`src/verilog/hls_pkg.sv`:
```
// hls_pkg: register map, field positions and reset values of the link status flag bank
// assumes an axi4-lite master with 32-bit data; registers sit in the low byte of a word
package hls_pkg;

  // ==========================================================================
  // register map (byte addresses)
  localparam logic [3:0] SEQ_STATUS_ADDR   = 4'h0;
  localparam logic [3:0] EVENT_STATUS_ADDR = 4'h4;
  localparam logic [3:0] LINE_STATUS_ADDR  = 4'h8;
  localparam logic [3:0] LINK_CTRL_ADDR    = 4'hC;

  // ==========================================================================
  // field positions
  localparam int SEQ_NOT_READY_SENT = 0;
  localparam int SEQ_NEXT_TX_LSB    = 1;
  localparam int EV_NEXT_EXP_LSB    = 1;
  localparam int EV_ERROR           = 5;
  localparam int EV_ACKED           = 6;
  localparam int EV_PACKET          = 7;
  localparam int LN_LINK_N          = 0;
  localparam int LN_WRONG_ADDR      = 1;
  localparam int LN_RX_IDLE         = 5;
  localparam int LN_INT_RTS         = 6;
  localparam int LN_TIMEOUT         = 7;
  localparam int CTL_RX_READY       = 0;

  // ==========================================================================
  // reset values and counts
  localparam logic [7:0] CTRL_RESET     = 8'h00;
  localparam int         IDLE_ONES_MIN  = 15;
  localparam logic [1:0] RESP_OKAY      = 2'h0;
  localparam logic [1:0] RESP_SLVERR    = 2'h2;

  // ==========================================================================
  // link-side events, one-cycle pulses from the frame engine
  typedef struct packed {
    logic       packet_ok;
    logic       acked;
    logic [2:0] acked_count;
    logic       fatal_error;
    logic       link_change;
    logic       chain_next;
    logic       dir_reset;
    logic       not_ready_tx;
    logic       addr_wrong;
    logic       addr_match;
    logic       timer_expired;
    logic       timer_restart;
    logic       tx_advance;
  } hls_events_s;

  typedef enum logic [2:0] {
    HLS_RD_IDLE = 3'b001,
    HLS_RD_RESP = 3'b010,
    HLS_RD_HOLD = 3'b100
  } hls_rd_e;

endpackage
```
`src/verilog/hls_link_status.sv`:
```
// hls_link_status: status flag bank of an x.25 link-level controller with an axi4-lite slave
// assumes events arrive as one-cycle pulses on aclk; serial line input comes from a pin
`timescale 1ns/10ps
module hls_link_status #(
  parameter int IDLE_ONES = hls_pkg::IDLE_ONES_MIN
) (
  // clock and reset
  input  wire logic                aclk,
  input  wire logic                aresetn,
  // axi4-lite write
  input  wire logic [3:0]          s_axi_awaddr,
  input  wire logic                s_axi_awvalid,
  output logic                     s_axi_awready,
  input  wire logic [31:0]         s_axi_wdata,
  input  wire logic [3:0]          s_axi_wstrb,
  input  wire logic                s_axi_wvalid,
  output logic                     s_axi_wready,
  output logic [1:0]               s_axi_bresp,
  output logic                     s_axi_bvalid,
  input  wire logic                s_axi_bready,
  // axi4-lite read
  input  wire logic [3:0]          s_axi_araddr,
  input  wire logic                s_axi_arvalid,
  output logic                     s_axi_arready,
  output logic [31:0]              s_axi_rdata,
  output logic [1:0]               s_axi_rresp,
  output logic                     s_axi_rvalid,
  input  wire logic                s_axi_rready,
  // link engine
  input  wire hls_pkg::hls_events_s ev,
  input  wire logic                info_phase,
  input  wire logic                link_up,
  input  wire logic                tx_attempt,
  input  wire logic                serial_in,
  input  wire logic [7:0]          error_cause,
  // link engine commands
  output logic                     send_not_ready,
  output logic                     send_reject,
  output logic                     accept_frame,
  output logic [7:0]               segment_acked_mask,
  output logic [7:0]               error_cause_register,
  output logic                     internal_rts,
  output logic                     irq_n
);

  // ==========================================================================
  // serial input synchroniser: change counts once stages two and three agree
  logic [2:0] sin_q;
  logic       sin_stable_q;
  logic       sin_stable_d;
  always_comb begin
    sin_stable_d = (sin_q[1] == sin_q[2]) ? sin_q[2] : sin_stable_q;
  end
  always_ff @(posedge aclk) begin
    if (!aresetn) begin
      sin_q        <= 3'h0;
      sin_stable_q <= 1'b0;
    end else begin
      sin_q        <= {sin_q[1:0], serial_in};
      sin_stable_q <= sin_stable_d;
    end
  end

  // ==========================================================================
  // status state
  logic [2:0] next_tx_block_q, next_tx_block_d, next_expected_segment_q, next_expected_segment_d;
  logic       not_ready_sent_q, not_ready_sent_d, packet_received_flag_q, packet_received_flag_d;
  logic       blocks_acked_flag_q, blocks_acked_flag_d, error_flag_q, error_flag_d;
  logic       retry_timer_expired_q, retry_timer_expired_d, rx_idle_q, rx_idle_d;
  logic       wrong_address_flag_q, wrong_address_flag_d, host_rx_ready_q, host_rx_ready_d;
  logic       irq_n_q, irq_n_d, send_reject_q, send_reject_d, accept_q, accept_d;
  logic [4:0] ones_cnt_q, ones_cnt_d;
  logic [7:0] ack_mask_q, ack_mask_d, err_cause_q, err_cause_d, ctl_wdata;
  logic       rts_q, ev_clear, ctl_write;

  // hardware set beats the read clear, so no event is lost in the clear cycle
  always_comb begin
    next_expected_segment_d = next_expected_segment_q;
    packet_received_flag_d  = packet_received_flag_q;
    blocks_acked_flag_d     = blocks_acked_flag_q;
    error_flag_d            = error_flag_q;
    retry_timer_expired_d   = retry_timer_expired_q;
    wrong_address_flag_d    = wrong_address_flag_q;
    ones_cnt_d              = ones_cnt_q;
    rx_idle_d               = rx_idle_q;
    send_reject_d           = 1'b0;
    accept_d                = 1'b0;
    ack_mask_d              = 8'h00;
    err_cause_d             = err_cause_q;
    next_tx_block_d  = ev.tx_advance ? next_tx_block_q + 3'h1 : next_tx_block_q;
    host_rx_ready_d  = ctl_write ? ctl_wdata[hls_pkg::CTL_RX_READY] : host_rx_ready_q;
    not_ready_sent_d = !host_rx_ready_q && (not_ready_sent_q || ev.not_ready_tx);
    if (ev_clear) begin
      packet_received_flag_d = 1'b0;
      blocks_acked_flag_d    = 1'b0;
      error_flag_d           = 1'b0;
    end
    if (ev.packet_ok && ev.addr_match) begin
      packet_received_flag_d  = 1'b1;
      next_expected_segment_d = next_expected_segment_q + 3'h1;
      accept_d                = 1'b1;
    end
    if (ev.acked) begin
      blocks_acked_flag_d = 1'b1;
      for (int i = 0; i < 8; i++) begin
        if (3'(i) < ev.acked_count) begin
          ack_mask_d[3'(next_tx_block_q - ev.acked_count + 3'(i))] = 1'b1;
        end
      end
    end
    if (ev.fatal_error || ev.link_change || ev.chain_next || ev.dir_reset) begin
      error_flag_d = 1'b1;
      err_cause_d  = error_cause;
    end
    if (ev.timer_restart) begin
      retry_timer_expired_d = 1'b0;
    end else if (ev.timer_expired) begin
      retry_timer_expired_d = 1'b1;
    end
    if (ev.addr_wrong) begin
      wrong_address_flag_d = 1'b1;
      send_reject_d        = info_phase;
    end else if (ev.addr_match) begin
      wrong_address_flag_d = 1'b0;
    end
    if (!sin_stable_q) begin
      ones_cnt_d = 5'h00;
      rx_idle_d  = 1'b0;
    end else if (ones_cnt_q < 5'(IDLE_ONES)) begin
      ones_cnt_d = ones_cnt_q + 5'h01;
      rx_idle_d  = (ones_cnt_q == 5'(IDLE_ONES - 1));
    end
    // interrupt follows the three cause flags so it holds until the read clears them
    irq_n_d = !(packet_received_flag_d || blocks_acked_flag_d || error_flag_d);
  end

  always_ff @(posedge aclk) begin
    if (!aresetn) begin
      next_tx_block_q         <= 3'h0;
      next_expected_segment_q <= 3'h0;
      not_ready_sent_q        <= 1'b0;
      packet_received_flag_q  <= 1'b0;
      blocks_acked_flag_q     <= 1'b0;
      error_flag_q            <= 1'b0;
      retry_timer_expired_q   <= 1'b0;
      wrong_address_flag_q    <= 1'b0;
      ones_cnt_q              <= 5'h00;
      rx_idle_q               <= 1'b0;
      host_rx_ready_q         <= 1'b0;
      irq_n_q                 <= 1'b1;
      send_reject_q           <= 1'b0;
      accept_q                <= 1'b0;
      ack_mask_q              <= 8'h00;
      err_cause_q             <= 8'h00;
      rts_q                   <= 1'b0;
    end else begin
      next_tx_block_q         <= next_tx_block_d;
      next_expected_segment_q <= next_expected_segment_d;
      not_ready_sent_q        <= not_ready_sent_d;
      packet_received_flag_q  <= packet_received_flag_d;
      blocks_acked_flag_q     <= blocks_acked_flag_d;
      error_flag_q            <= error_flag_d;
      retry_timer_expired_q   <= retry_timer_expired_d;
      wrong_address_flag_q    <= wrong_address_flag_d;
      ones_cnt_q              <= ones_cnt_d;
      rx_idle_q               <= rx_idle_d;
      host_rx_ready_q         <= host_rx_ready_d;
      irq_n_q                 <= irq_n_d;
      send_reject_q           <= send_reject_d;
      accept_q                <= accept_d;
      ack_mask_q              <= ack_mask_d;
      err_cause_q             <= err_cause_d;
      rts_q                   <= tx_attempt;
    end
  end

  assign send_not_ready       = ~host_rx_ready_q;
  assign send_reject          = send_reject_q;
  assign accept_frame         = accept_q;
  assign segment_acked_mask   = ack_mask_q;
  assign error_cause_register = err_cause_q;
  assign internal_rts         = rts_q;
  assign irq_n                = irq_n_q;

  // ==========================================================================
  // axi4-lite write: address and data taken in either order or in the same cycle, one write at a time
  logic       aw_have_q, aw_have_d, w_have_q, w_have_d, bvalid_q, bvalid_d;
  logic [3:0] aw_addr_q, aw_addr_d;
  logic [7:0] w_data_q, w_data_d;
  logic       w_lane_q, w_lane_d;
  logic [1:0] bresp_q, bresp_d;
  always_comb begin
    aw_have_d = aw_have_q;
    w_have_d  = w_have_q;
    aw_addr_d = aw_addr_q;
    w_data_d  = w_data_q;
    w_lane_d  = w_lane_q;
    bvalid_d  = bvalid_q;
    bresp_d   = bresp_q;
    ctl_write = 1'b0;
    ctl_wdata = w_data_q;
    if (s_axi_awvalid && !aw_have_q && !bvalid_q) begin
      aw_have_d = 1'b1;
      aw_addr_d = s_axi_awaddr;
    end
    if (s_axi_wvalid && !w_have_q && !bvalid_q) begin
      w_have_d = 1'b1;
      w_data_d = s_axi_wdata[7:0];
      w_lane_d = s_axi_wstrb[0];
    end
    if (aw_have_q && w_have_q) begin
      aw_have_d = 1'b0;
      w_have_d  = 1'b0;
      bvalid_d  = 1'b1;
      bresp_d   = hls_pkg::RESP_OKAY;
      if (aw_addr_q == hls_pkg::LINK_CTRL_ADDR) begin
        ctl_write = w_lane_q;
      end else if (aw_addr_q[1:0] != 2'h0) begin // every aligned word is mapped
        bresp_d = hls_pkg::RESP_SLVERR;
      end
    end else if (bvalid_q && s_axi_bready) begin
      bvalid_d = 1'b0;
    end
  end
  always_ff @(posedge aclk) begin
    if (!aresetn) begin
      aw_have_q <= 1'b0;
      w_have_q  <= 1'b0;
      aw_addr_q <= 4'h0;
      w_data_q  <= hls_pkg::CTRL_RESET;
      w_lane_q  <= 1'b0;
      bvalid_q  <= 1'b0;
      bresp_q   <= hls_pkg::RESP_OKAY;
    end else begin
      aw_have_q <= aw_have_d;
      w_have_q  <= w_have_d;
      aw_addr_q <= aw_addr_d;
      w_data_q  <= w_data_d;
      w_lane_q  <= w_lane_d;
      bvalid_q  <= bvalid_d;
      bresp_q   <= bresp_d;
    end
  end
  assign s_axi_awready = !aw_have_q && !bvalid_q;
  assign s_axi_wready  = !w_have_q && !bvalid_q;
  assign s_axi_bvalid  = bvalid_q;
  assign s_axi_bresp   = bresp_q;

  // ==========================================================================
  // axi4-lite read: snapshot taken at address handshake, event flags cleared then
  hls_pkg::hls_rd_e rd_st_q, rd_st_d;
  logic [7:0] rdata_q, rdata_d;
  logic [1:0] rresp_q, rresp_d;
  always_comb begin
    rd_st_d  = rd_st_q;
    rdata_d  = rdata_q;
    rresp_d  = rresp_q;
    ev_clear = 1'b0;
    case (rd_st_q)
      hls_pkg::HLS_RD_IDLE: begin
        if (s_axi_arvalid) begin
          rd_st_d = hls_pkg::HLS_RD_RESP;
          rresp_d = hls_pkg::RESP_OKAY;
          case (s_axi_araddr)
            hls_pkg::SEQ_STATUS_ADDR: rdata_d = {4'h0, next_tx_block_q, not_ready_sent_q};
            hls_pkg::EVENT_STATUS_ADDR: begin
              rdata_d  = {packet_received_flag_q, blocks_acked_flag_q, error_flag_q,
                          1'b0, next_expected_segment_q, 1'b0};
              ev_clear = 1'b1;
            end
            hls_pkg::LINE_STATUS_ADDR:
              rdata_d = {retry_timer_expired_q, rts_q, rx_idle_q, 3'h0,
                         wrong_address_flag_q, !link_up};
            hls_pkg::LINK_CTRL_ADDR: rdata_d = {7'h00, host_rx_ready_q};
            default: begin
              rdata_d = 8'h00;
              rresp_d = hls_pkg::RESP_SLVERR;
            end
          endcase
        end
      end
      hls_pkg::HLS_RD_RESP: rd_st_d = s_axi_rready ? hls_pkg::HLS_RD_IDLE : rd_st_q;
      default: rd_st_d = hls_pkg::HLS_RD_IDLE;
    endcase
  end
  always_ff @(posedge aclk) begin
    if (!aresetn) begin
      rd_st_q <= hls_pkg::HLS_RD_IDLE;
      rdata_q <= 8'h00;
      rresp_q <= hls_pkg::RESP_OKAY;
    end else begin
      rd_st_q <= rd_st_d;
      rdata_q <= rdata_d;
      rresp_q <= rresp_d;
    end
  end
  assign s_axi_arready = (rd_st_q == hls_pkg::HLS_RD_IDLE);
  assign s_axi_rvalid  = (rd_st_q == hls_pkg::HLS_RD_RESP);
  assign s_axi_rdata   = {24'h000000, rdata_q};
  assign s_axi_rresp   = rresp_q;

  // ==========================================================================
  // checks
  property p_irq_low;
    @(posedge aclk) disable iff (!aresetn) (ev.packet_ok && ev.addr_match) |=> !irq_n;
  endproperty
  a_irq_low: assert property (p_irq_low) else $error("irq not low after packet");
  property p_irq_matches;
    @(posedge aclk) disable iff (!aresetn)
      irq_n == !(packet_received_flag_q || blocks_acked_flag_q || error_flag_q);
  endproperty
  a_irq_matches: assert property (p_irq_matches) else $error("irq differs from flags");
  property p_clear;
    @(posedge aclk) disable iff (!aresetn)
      (ev_clear && !ev.packet_ok && !ev.acked && !ev.fatal_error && !ev.link_change
       && !ev.chain_next && !ev.dir_reset) |=> irq_n;
  endproperty
  a_clear: assert property (p_clear) else $error("read did not release irq");
  property p_ne_adv;
    @(posedge aclk) disable iff (!aresetn)
      (ev.packet_ok && ev.addr_match) |=>
        next_expected_segment_q == $past(next_expected_segment_q) + 3'h1;
  endproperty
  a_ne_adv: assert property (p_ne_adv) else $error("segment not advanced");
  property p_timeout;
    @(posedge aclk) disable iff (!aresetn) ev.timer_restart |=> !retry_timer_expired_q;
  endproperty
  a_timeout: assert property (p_timeout) else $error("timeout not cleared");
  property p_reject;
    @(posedge aclk) disable iff (!aresetn) (ev.addr_wrong && info_phase) |=> send_reject;
  endproperty
  a_reject: assert property (p_reject) else $error("no reject sent");
  property p_idle;
    @(posedge aclk) disable iff (!aresetn) rx_idle_q |-> ones_cnt_q == 5'(IDLE_ONES);
  endproperty
  a_idle: assert property (p_idle) else $error("idle too early");
  property p_acked;
    @(posedge aclk) disable iff (!aresetn) ev.acked |=> blocks_acked_flag_q && !irq_n;
  endproperty
  a_acked: assert property (p_acked) else $error("ack flag missing");
  c_packet: cover property (@(posedge aclk) disable iff (!aresetn) ev.packet_ok ##1 !irq_n);
  c_clear: cover property (@(posedge aclk) disable iff (!aresetn) ev_clear ##1 irq_n);
  c_idle: cover property (@(posedge aclk) disable iff (!aresetn) $rose(rx_idle_q));

endmodule

```
`config.mk`:
```
export PLATFORM = sky130hd
export DESIGN_NAME = hls_link_status
export DESIGN_NICKNAME = d
export VERILOG_FILES = /design/src/verilog/hls_pkg.sv /design/src/verilog/hls_link_status.sv
export SDC_FILE = /design/constraint.sdc
export NUM_CORES = 1
export LEC_CHECK = 0
export ABC_AREA = 1
export BUFFER_PORTS_ARGS = -buffer_cell sky130_fd_sc_hd__buf_4
export CORE_UTILIZATION = 52
export CTS_CLUSTER_SIZE = 24
export DETAILED_ROUTE_END_ITERATION = 10
export PLACE_DENSITY = 0.86
export SYNTH_ARGS = -nofsm -noshare
export SYNTH_HDL_FRONTEND = slang
export SYNTH_SLANG_ARGS = --single-unit
```
`constraint.sdc`:
```
create_clock -name aclk -period 4.2 [get_ports aclk]
set_input_delay 0.42 -clock aclk [delete_from_list [all_inputs] [get_ports aclk]]
set_output_delay 0.42 -clock aclk [all_outputs]
set_load 0.05 [all_outputs]
```
# Yosys cells after proc, flatten, opt, wreduce, memory -nomap -nowiden
# Index checks and enable logic that the tools add are counted.
# Widths: inputs -> output; s select.
# totals
wordCells	180
regBits	67
inputBits	78
output_inout_bits	62
# classes
magnitude_cmp	25
n_eq_ne	10
mux	54
bitwise	9
add_sub_neg	11
reduce_logical	42
# op_table
cell	count
$mux 8	15
$or 8x8->8	7
$lt 3x4->1 const B	8
$pmux 8 s4	1
$demux 1 s3	8
$ge 3x1->1 const B	8
$mux 1	24
$logic_and 1x1->1	18
$add 3x3->3 const B	4
$eq 4x4->1 const B	3
$lt 3x3->1 const A	4
$reduce_and 2->1	5
$add 3x1->3 const B	3
$add 3x2->3 const B	2
$logic_not 1->1	6
$logic_or 1x1->1	6
$lt 1x3->1 const A	2
$lt 2x3->1 const A	2
$mux 2	3
$mux 3	2
$pmux 3 s2	1
$reduce_bool 2->1	3
$add 5x1->5 const B	1
$eq 5x4->1 const B	1
12 further kinds	14

# Longest topological paths before layout
# Gate-level depths: netlist (run 1).
# logic_depth
depth_word	27
depth_mapped	15
depth_no_buf	13

# Worst setup path before layout (run 1)
# No wires, ideal clock.
# synth_timing
path_type	input-to-reg
startpoint	in ev[10] (netlist bit)
endpoint	reg ack_mask_q[2], in the netlist segment_acked_mask[2]
cell_stages	13
t_arrival_ns	2.478
required_ns	4.134
path_buffers	3
path_slack_ns	1.656
setup_time_ns	0.066
path_cell_list	ha_1 > inv_1 > fa_1 > buf_2 > clkinv_1 > buf_2 > ha_1 > buf_2 > nor2_1 > nand3_1 > nand2_1 > nor2_1 > nor2_1
# synth_via
elab_chain_cells	27
word_cells_on_any_way	78
classes_between	add/sub: 8; order compare: 24; mux: 31; bitwise: 7; reduce/logical: 8
# synth_rtl
item	line_no	source
start, declared	hls_link_status.sv:30	input wire hls_pkg::hls_events_s ev,
branches (longest 26 deep; another with $lt 3x4->1)	--	
$mux 8 *	hls_link_status.sv:106	if (3'(i) < ev.acked_count) begin
end signal, assigned	hls_link_status.sv:171	ack_mask_q <= ack_mask_d;
end, declared	hls_link_status.sv:73	logic [7:0] ack_mask_q, ack_mask_d, err_cause_q, err_cause_d, ctl_wdata;
# Mark *: on every way between the ends. The select of a mux whose other input is x is not followed.
# A chain may end at the register's enable or synchronous reset.

# Final worst setup path (run 1)
# layout_timing
startpoint	reg next_tx_block_q[0]
endpoint	reg ack_mask_q[6], in the netlist segment_acked_mask[6]
# layout_via
elab_chain_cells	27
word_cells_on_any_way	70
classes_between	add/sub: 8; order compare: 16; mux: 31; bitwise: 7; reduce/logical: 8
# layout_rtl
item	line_no	source
start, declared	hls_link_status.sv:66	logic [2:0] next_tx_block_q, next_tx_block_d, next_expected_segment_q, next_expected_segment_d;
start signal, assigned	hls_link_status.sv:157	next_tx_block_q <= next_tx_block_d;
$sub 3x3->3 *	hls_link_status.sv:107	ack_mask_d[3'(next_tx_block_q - ev.acked_count + 3'(i))] = 1'b1;
branches (longest 25 deep; another with $lt 3x4->1)	--	
$mux 8 *	hls_link_status.sv:106	
# Marked as above.

==> impl_metrics.ini, run 1 <==
[floorplanning]
die-area_sq_um = 6700
rows = 28
die_h_microns = 81.9
initial_core_util = 0.551
core_sq_um = 6030
die_w_microns = 81.9
io_pins = 140

[logic_synthesis]
synth_edf_count = 0
yosys_warnings = 0
muxShareOfSynthArea = 0
synthXorXnorAreaFrac = 0.00980
synthArstFlopShare = 0
synth-compound-area-share = 0.101
synth-simple-area-share = 0.328
postSynthAreaPerCell_sq_um = 7.04
synthFlopType = dfxtp_1
synth_top_family_by_area = simple AND/OR/NAND/NOR gates
ys_ff_latch = 63
yosys.cell_types.count = 31
synth_fa_ha_area_frac = 0.0324
synth-seq-area-share = 0.380
syn_inst = 471
syn_area_sq_um = 3320

[power]
vdd_drop_max_mv = 0.281
powerDensity_nw_per_um2 = 426
p_leak_nw = 2.05
power_mw = 1.72

[worst_setup_path]
crit_type = flip-flop to flip-flop
critPathMaxFanout = 30
critPathRequiredTime_ps = 4480
endpoint_kind = flip-flop
cp_data_arrival_time_ps = 3370
cp-start-kind = flip-flop

[sta]
drv_slew = 0
timing.final.ws_setup_ps = 1110
rsz0062_at_grt = no
post-route-min-period_ps = 3090
max_freq_ghz = 0.323
slew_headroom = 0.415
fin_skew_ps = 9.13
tightest_slew_ps = 878
setup_viol = 0
finalHoldViolations = 0
finalCritPeriodShare = 0.737
setup_tns_ps = 0

[routing]
wire_per_inst_microns = 12.4
drc_errors = 0
drt-initial-drc-count = 145
vias = 3235
antenna_left = 0
dr.pass1.iters = 5
avgViaCountPerCell = 5.19
wl_microns = 7740

[global_routing]
grt_pass1_wl_microns = 12500
grt_max_degree = 34
antenna_found_initial = 0
grt_overflow_total = 0
grt_pass1_vias = 2908
grt_util_all_layers = 0.245

[clocking]
clock-sinks = 63
path_clk_slew_ps = 80
cts_tree = built
numCtsBuffers = 9
htreeDepth = 3
cts_buffer_depth = 2
cts-resized-gates = 0
postCtsSetupRepairBufs = 0
cts-root-buf = clkbuf_8
clk_latency_ps = 340
holdBufCountCts = 0

[place]
globalplace.congestion = 0.829
place_area_sq_um = 3810
dp_hpwl_microns = 5560
portBuffers = 78
pre_cts_ws_ps = 1090

[run]
maxCapViolations = 0

[layout]
fin_nets = 629
drive_gt1_frac = 0.192
fill_cells = 491
antennaDiodeCount = 0
syn2layout_area_growth_pct = 21.7
fin_area_sq_um = 4040

[min_path]
hp-class = input pin to flip-flop

[status]
status = complete, no violations
==> cells by family after synthesis <==
logic type	count (synthesis)
simple gates	238
buf+inv	96
compound gates	63
flops	63
fa+ha+maj	8
xor+xnor	2
other cells	1
==> final timing paths <==
kind	startpoint	slack (ps)	to	cells after the start
max	next_tx_block_q[0]$_SDFFE_PN0P_	1110	segment_acked_mask[6]$_SDFF_PN0_	11
min reg2reg	sin_q[0]$_SDFF_PN0_	440	sin_q[1]$_SDFF_PN0_	2
max reg2reg	next_tx_block_q[0]$_SDFFE_PN0P_	1110	segment_acked_mask[6]$_SDFF_PN0_	11
min	ev[1]	250	retry_timer_expired_q$_SDFFE_PP0P_	2
==> cell usage in the layout (no fill, tap or decap), types with 17 or more instances in the layout <==
master	count
buf_4	79
dfxtp_1	63
nand2_1	84
conb_1	27
nand4_1	49
inv_1	49
a21oi_1	25
nand3_1	17
nor2_1	76
o21ai_0	28
==> stage by stage <==
stage                      util  instances  hold slack [ps]
final                     0.670        623              247
after CTS                 0.670        623              229
after global routing      0.670        623              223
after detailed placement  0.632        607              425
after floorplan               -        497              390
after global placement    0.632        607              395
==> sequential cells by signal, indices dropped and copies added (netlist names), 2 cells and up <==
| register | flops |
|---|---|
| next_tx_block_q | 3 |
| sin_q | 3 |
| next_expected_segment_q | 3 |
| rd_st_q | 2 |
| ones_cnt_q | 5 |
| rdata_q | 7 |
| aw_addr_q | 4 |
| segment_acked_mask | 8 |
| error_cause_register | 8 |
==> cell type report <==
class | count | area (sq um) | area share
clock buffer | 10 | 138 | 0.0341
tap | 75 | 93.8 | 0.0232
multi-input combinational | 338 | 1670 | 0.412
sequential | 63 | 1260 | 0.312
inverter | 52 | 195 | 0.0483
timing repair buffer | 79 | 593 | 0.147
clock inverter | 6 | 92.6 | 0.0229
==> power by group <==
group          internal (mW)  switching [mW]
Clock                  0.353           0.246
Combinational          0.130           0.342
Sequential             0.633          0.0173
Total                   1.12           0.605
==> cells in the mapped netlist (2+ instances only) <==
| library cell | instances | share of area |
|---|---|---|
| nand2_1 | 84 | 0.095 |
| nor2_1 | 76 | 0.086 |
| dfxtp_1 | 63 | 0.38 |
| inv_1 | 49 | 0.055 |
| nand4_1 | 49 | 0.092 |
| o21ai_0 | 28 | 0.042 |
| buf_4 | 27 | 0.061 |
| a21oi_1 | 25 | 0.038 |
| nand3_1 | 17 | 0.026 |
| buf_2 | 10 | 0.015 |
| ha_1 | 7 | 0.026 |
| clkbuf_1 | 4 | 0.0045 |
| nand2_2 | 4 | 0.0075 |
| nor3_1 | 4 | 0.0060 |
| buf_6 | 2 | 0.0068 |
| clkinv_1 | 2 | 0.0023 |
| nand2_4 | 2 | 0.0068 |
| o221ai_1 | 2 | 0.0053 |
| o22ai_1 | 2 | 0.0038 |
| o31ai_1 | 2 | 0.0045 |
| xor2_2 | 2 | 0.0098 |
==> metal layers <==
| metal | vias up | GRT usage | routed length (microns) |
|---|---|---|---|
| met5 | - | 0 | 0 |
| met4 | 0 | 0.0982 | 127 |
| met3 | 15 | 0.0789 | 511 |
| met2 | 121 | 0.416 | 3970 |
| met1 | 1455 | 0.283 | 3140 |
| li1 | 1644 | - | - |
==> worst max-delay path, stage by stage, from the launching register on <==
cell	delay [ps]
dfxtp_1	340
inv_1	90
ha_1	870
inv_1	630
ha_1	430
inv_1	70
nand2_1	60
nand2_2	150
nand4_1	120
nand2_1	110
nor2_1	50
nor2_1	90
Note: power is estimated with default switching activity, not from simulation.
==> run 2, diff against run 1 <==
--- a/config.mk
+++ b/config.mk
@@ -5,12 +5,12 @@
 export SDC_FILE = /design/constraint.sdc
 export NUM_CORES = 1
 export LEC_CHECK = 0
-export ABC_AREA = 1
+export ABC_AREA = 0
 export BUFFER_PORTS_ARGS = -buffer_cell sky130_fd_sc_hd__buf_4
-export CORE_UTILIZATION = 52
+export CORE_UTILIZATION = 47
 export CTS_CLUSTER_SIZE = 24
 export DETAILED_ROUTE_END_ITERATION = 10
-export PLACE_DENSITY = 0.86
+export PLACE_DENSITY = 0.8
 export SYNTH_ARGS = -nofsm -noshare
 export SYNTH_HDL_FRONTEND = slang
 export SYNTH_SLANG_ARGS = --single-unit
==> constraint.sdc (replaced) <==
create_clock -name aclk -period 3.05 [get_ports aclk]
set_input_delay 0.305 -clock aclk [delete_from_list [all_inputs] [get_ports aclk]]
set_output_delay 0.305 -clock aclk [all_outputs]
set_load 0.05 [all_outputs]
==> impl_metrics.ini, run 2 <==
[logic_synthesis]
synth-compound-area-share = 0.133
syn_area_sq_um = 3010
synth-simple-area-share = 0.195
postSynthAreaPerCell_sq_um = 9.66
muxShareOfSynthArea = 0.0698
ys_ff_latch = 63
synth.area.top_cells = dfxtp_1 (42%), buf_4 (7.0%), mux2i_1 (7.0%), nor2b_1 (6.6%), ha_1 (2.9%)
synth.most_common_cell = dfxtp_1
synth_common_cells = dfxtp_1 (63), nor2b_1 (32), buf_4 (28)
synthFlopType = dfxtp_1
synth_fa_ha_area_frac = 0.0357
yosys.cell_types.count = 52
synthXorXnorAreaFrac = 0.0449
synth-seq-area-share = 0.419
synth_edf_count = 0
synthArstFlopShare = 0
synth_top_area_frac = 0.419
yosys_warnings = 0
synth_top_area_cell = dfxtp_1
synth_top_family_by_area = simple AND/OR/NAND/NOR gates
syn_inst = 312

[place]
dp_cells = 452
globalplace.congestion = 0.769
portBuffers = 78
dp_hpwl_microns = 4260
pre_cts_ws_ps = 493

[worst_setup_path]
r2r_start = next_tx_block_q[0]$_SDFFE_PN0P_
cp_data_arrival_time_ps = 2830
crit_type = flip-flop to flip-flop
critPathRequiredTime_ps = 3280
cp-startpoint = next_tx_block_q[0]$_SDFFE_PN0P_
cp-start-kind = flip-flop
critPathMaxFanout = 10
endpoint_kind = flip-flop

[sta]
drv_slew = 0
rsz0062_at_grt = no
setup_tns_ps = 0
tightest_slew_ps = 707
setup_viol = 0
max_freq_ghz = 0.386
timing.final.ws_setup_ps = 457
fin_skew_ps = 10.1
finalCritPeriodShare = 0.850
finalHoldViolations = 0
post-route-min-period_ps = 2590
slew_headroom = 0.527

[power]
pwr-share-clk = 0.318
p_leak_nw = 1.65
p_sw_mw = 0.675
switching_share = 0.324
powerDensity_nw_per_um2 = 561
comb_power_share = 0.253
p_int_mw = 1.41
p_seq_frac = 0.429
vdd_drop_max_mv = 0.298
power_mw = 2.09

[clocking]
clock-sinks = 63
holdBufCountCts = 0
cts_tree = built
cts_buffer_depth = 2
path_clk_slew_ps = 70
cts-resized-gates = 0
clk_latency_ps = 330
cts-root-buf = clkbuf_8
postCtsSetupRepairBufs = 0
htreeDepth = 3
numCtsBuffers = 9

[floorplanning]
initial_core_util = 0.497
core_sq_um = 6060
die_w_microns = 82.1
io_pins = 140
die-area_sq_um = 6730
die_h_microns = 82.1
rows = 28

[routing]
avgViaCountPerCell = 5.09
dr.pass1.iters = 4
drt-initial-drc-count = 60
vias = 2377
wl_microns = 5900
antenna_left = 0
drc_errors = 0
wire_per_inst_microns = 12.6

[status]
status = complete, no violations

[global_routing]
grt_max_degree = 52
grt_overflow_total = 0
grt.met3_usage = 0.0700
antenna_found_initial = 0
grt_use_met2 = 0.301
grt_busiest_layer = met2
grt_pass1_vias = 2155
grt_pass1_wl_microns = 9260
grt_util_all_layers = 0.183
grtUsageMet1 = 0.216

[layout]
antennaDiodeCount = 0
mostFrequentLayoutCells = buf_4 (79), dfxtp_1 (63), nor2b_1 (32)
drive_gt1_frac = 0.253
final_util = 0.614
final_common_cell = buf_4
fin_nets = 474
stdcell_count = 467
fill_cells = 536
syn2layout_area_growth_pct = 23.5

[min_path]
hp-class = input pin to flip-flop
hold_path.startpoint = ev[1]

[run]
maxCapViolations = 0
run 2: path summary, 6_finish.rpt:
| path | endpoint | slack, ps | cells after the start |
|---|---|---|---|
| worst max-delay path | segment_acked_mask[2]$_SDFF_PN0_ | 460 | 8 |
| worst min-delay path | retry_timer_expired_q$_SDFFE_PP0P_ | 130 | 2 |
| worst max register to register | segment_acked_mask[2]$_SDFF_PN0_ | 460 | 8 |
| worst min register to register | sin_q[1]$_SDFF_PN0_ | 430 | 1 |
run 2: worst max-delay path, cell delays in order, from the launching register on:
cell and delay (ps):
dfxtp_1 410, inv_1 70, ha_1 490, clkinv_1 330
ha_1 300, xnor3_2 260, mux2i_1 170, nand2b_1 190
a311oi_1 290
run 2: final cells by class:
type	instances	area (sq um)	area share
multi-input combinational	224	1550	0.416
sequential	63	1260	0.339
timing repair buffer	79	593	0.159
clock buffer	12	165	0.0444
tap	75	93.8	0.0252
inverter	11	41.3	0.0111
clock inverter	3	17.5	0.00471
run 2: power groups by stage:
stage          clock network [mW]  logic [mW]  registers, mW
6_report                    0.664       0.528          0.895
2_1_floorplan                   0       0.334          0.991
3_5_place_dp                    0       0.524          0.913
4_1_cts                     0.679       0.526          0.895
3_3_place_gp                    0       0.512          0.912
5_1_grt                     0.725       0.563          0.899
run 2: kinds of logic (layout without fill, tap and decap cells):
logic type,after synthesis,in the layout
adders and majority gates,8,8
DFF,63,63
xor gates and xnor gates,10,10
AOI/OAI and AO/OA,55,55
other,1,27
buffers and inverters,51,105
muxes,21,21
and+or+nand+nor,103,103
run 2: per-layer routing:
metal | share of wire | wire length, microns
met1 | 0.44 | 2600
met2 | 0.47 | 2790
met3 | 0.079 | 464
met4 | 0.0080 | 47
met5 | 0 | 0
run 2: stage by stage:
step	hold slack, ps	cell area [sq um]
2_1_floorplan	381	3110
3_3_place_gp	414	3540
3_5_place_dp	432	3540
4_1_cts	116	3720
5_1_grt	110	3720
6_report	129	3720
==> run 3, diff against run 2 <==
--- a/config.mk
+++ b/config.mk
@@ -8,8 +8,9 @@
 export ABC_AREA = 0
 export BUFFER_PORTS_ARGS = -buffer_cell sky130_fd_sc_hd__buf_4
 export CORE_UTILIZATION = 47
-export CTS_CLUSTER_SIZE = 24
+export CTS_CLUSTER_SIZE = 12
 export DETAILED_ROUTE_END_ITERATION = 10
+export MAX_ROUTING_LAYER = met4
 export PLACE_DENSITY = 0.8
 export SYNTH_ARGS = -nofsm -noshare
 export SYNTH_HDL_FRONTEND = slang
==> impl_metrics.ini, run 3 (synthesized netlist as in run 2, its figures left out) <==
[status]
status = complete, no violations

[routing]
dr.pass1.iters = 4
drc_errors = 0
vias = 2379
avgViaCountPerCell = 5.09
wire_per_inst_microns = 12.6
wl_microns = 5890
antenna_left = 0
drt-initial-drc-count = 59

[sta]
fin_skew_ps = 10.1
finalHoldViolations = 0
setup_tns_ps = 0
drv_slew = 0
setup_viol = 0
slew_headroom = 0.527
post-route-min-period_ps = 2590
finalCritPeriodShare = 0.850
rsz0062_at_grt = no
max_freq_ghz = 0.386
tightest_slew_ps = 707

[clocking]
cts-root-buf = clkbuf_8
cts_buffer_depth = 2
holdBufCountCts = 0
cts-resized-gates = 0
cts_tree = built
htreeDepth = 3
path_clk_slew_ps = 70
numCtsBuffers = 9
clock-sinks = 63
postCtsSetupRepairBufs = 0
clk_latency_ps = 330

[worst_setup_path]
critPathMaxFanout = 10
critPathRequiredTime_ps = 3280
crit_path_top_delay_cell = ha_1
cp_data_arrival_time_ps = 2820
crit_type = flip-flop to flip-flop
cp_cell_sequence = inv_1, ha_1, clkinv_1, ha_1, xnor3_2, mux2i_1, nand2b_1, a311oi_1
endpoint_kind = flip-flop
cp_common_cell = ha_1
cp-start-kind = flip-flop
slowest_delay_ps = 490

[power]
pwr-share-clk = 0.317
p_seq_frac = 0.430
switching_share = 0.323
p_sw_mw = 0.673
p_int_mw = 1.41
p_leak_nw = 1.65
comb_power_share = 0.253
powerDensity_nw_per_um2 = 560
vdd_drop_max_mv = 0.297

[layout]
antennaDiodeCount = 0
regArea_sq_um = 1260
drive_gt1_frac = 0.253
final_common_cell = buf_4
final_util = 0.614
fill_cells = 536
fin_nets = 474
mostFrequentLayoutCells = buf_4 (79), dfxtp_1 (63), nor2b_1 (32)
syn2layout_area_growth_pct = 23.5
multi_input_area_sq_um = 1550

[floorplanning]
core_sq_um = 6060
die_h_microns = 82.1
rows = 28
die-area_sq_um = 6730
io_pins = 140
die_w_microns = 82.1
initial_core_util = 0.497

[global_routing]
grt.met3_usage = 0.0544
grtUsageMet1 = 0.219
grt_max_degree = 52
grt_pass1_vias = 2164
grt_util_all_layers = 0.187
grt_pass1_wl_microns = 9270
grt_overflow_total = 0
grt_use_met2 = 0.301
antenna_found_initial = 0
grt_busiest_layer = met2

[run]
maxCapViolations = 0

[place]
globalplace.congestion = 0.779
dp_hpwl_microns = 4260
portBuffers = 78

[min_path]
hp-class = input pin to flip-flop
## run 3: cell counts in the layout (fill, tap and decap cells not counted)
No cell type changed its count.
## run 3: worst max-delay path, delay by kind of cell, from the launching register on
kind            cells  cell delay [ps]
fa+ha+maj           2              790
flops               1              410
xor+xnor            1              260
simple gates        1              190
mux                 1              170
compound gates      1              290
buf+inv             2              400
## run 3: path summary, 6_finish.rpt
path                                   startpoint                            endpoint  slack [ps]  depth (start not counted)
hold / removal                              ev[1]  retry_timer_expired_q$_SDFFE_PP0P_         130                          2
setup / recovery  next_tx_block_q[0]$_SDFFE_PN0P_    segment_acked_mask[2]$_SDFF_PN0_         460                          8
hold reg to reg               sin_q[0]$_SDFF_PN0_                 sin_q[1]$_SDFF_PN0_         430                          1
setup reg to reg  next_tx_block_q[0]$_SDFFE_PN0P_    segment_acked_mask[2]$_SDFF_PN0_         460                          8
## run 3: cell type report
cell class	instances	share of cell area
multi-input combinational	224	0.416
sequential	63	0.339
timing repair buffer	79	0.159
clock buffer	12	0.0444
tap	75	0.0252
inverter	11	0.0111
clock inverter	3	0.00471
## run 3: per-layer routing
metal / vias to the layer above / routed length [microns]
li1: 1184 / -
met1: 1091 / 2580
met2: 98 / 2810
met3: 6 / 430
met4: 0 / 57
met5: - / 0
## run 3: power groups by stage
stage | clock network, mW | logic (mW) | registers [mW]
final | 0.661 | 0.527 | 0.895
after global routing | 0.722 | 0.563 | 0.899
after CTS | 0.679 | 0.526 | 0.895
after detailed placement | 0 | 0.524 | 0.913
after global placement | 0 | 0.512 | 0.912
after floorplan | 0 | 0.334 | 0.991
## run 3: metrics by stage
stage | instances | cell area (sq um) | power [mW] | hold slack, ps | setup slack [ps]
detailed placement | 452 | 3540 | 1.44 | 432 | 493
finish | 467 | 3720 | 2.08 | 129 | 459
CTS | 467 | 3720 | 2.10 | 116 | 476
global placement | 452 | 3540 | 1.42 | 414 | 567
global route | 467 | 3720 | 2.18 | 114 | 318
floorplan | 338 | 3110 | 1.33 | 381 | 738
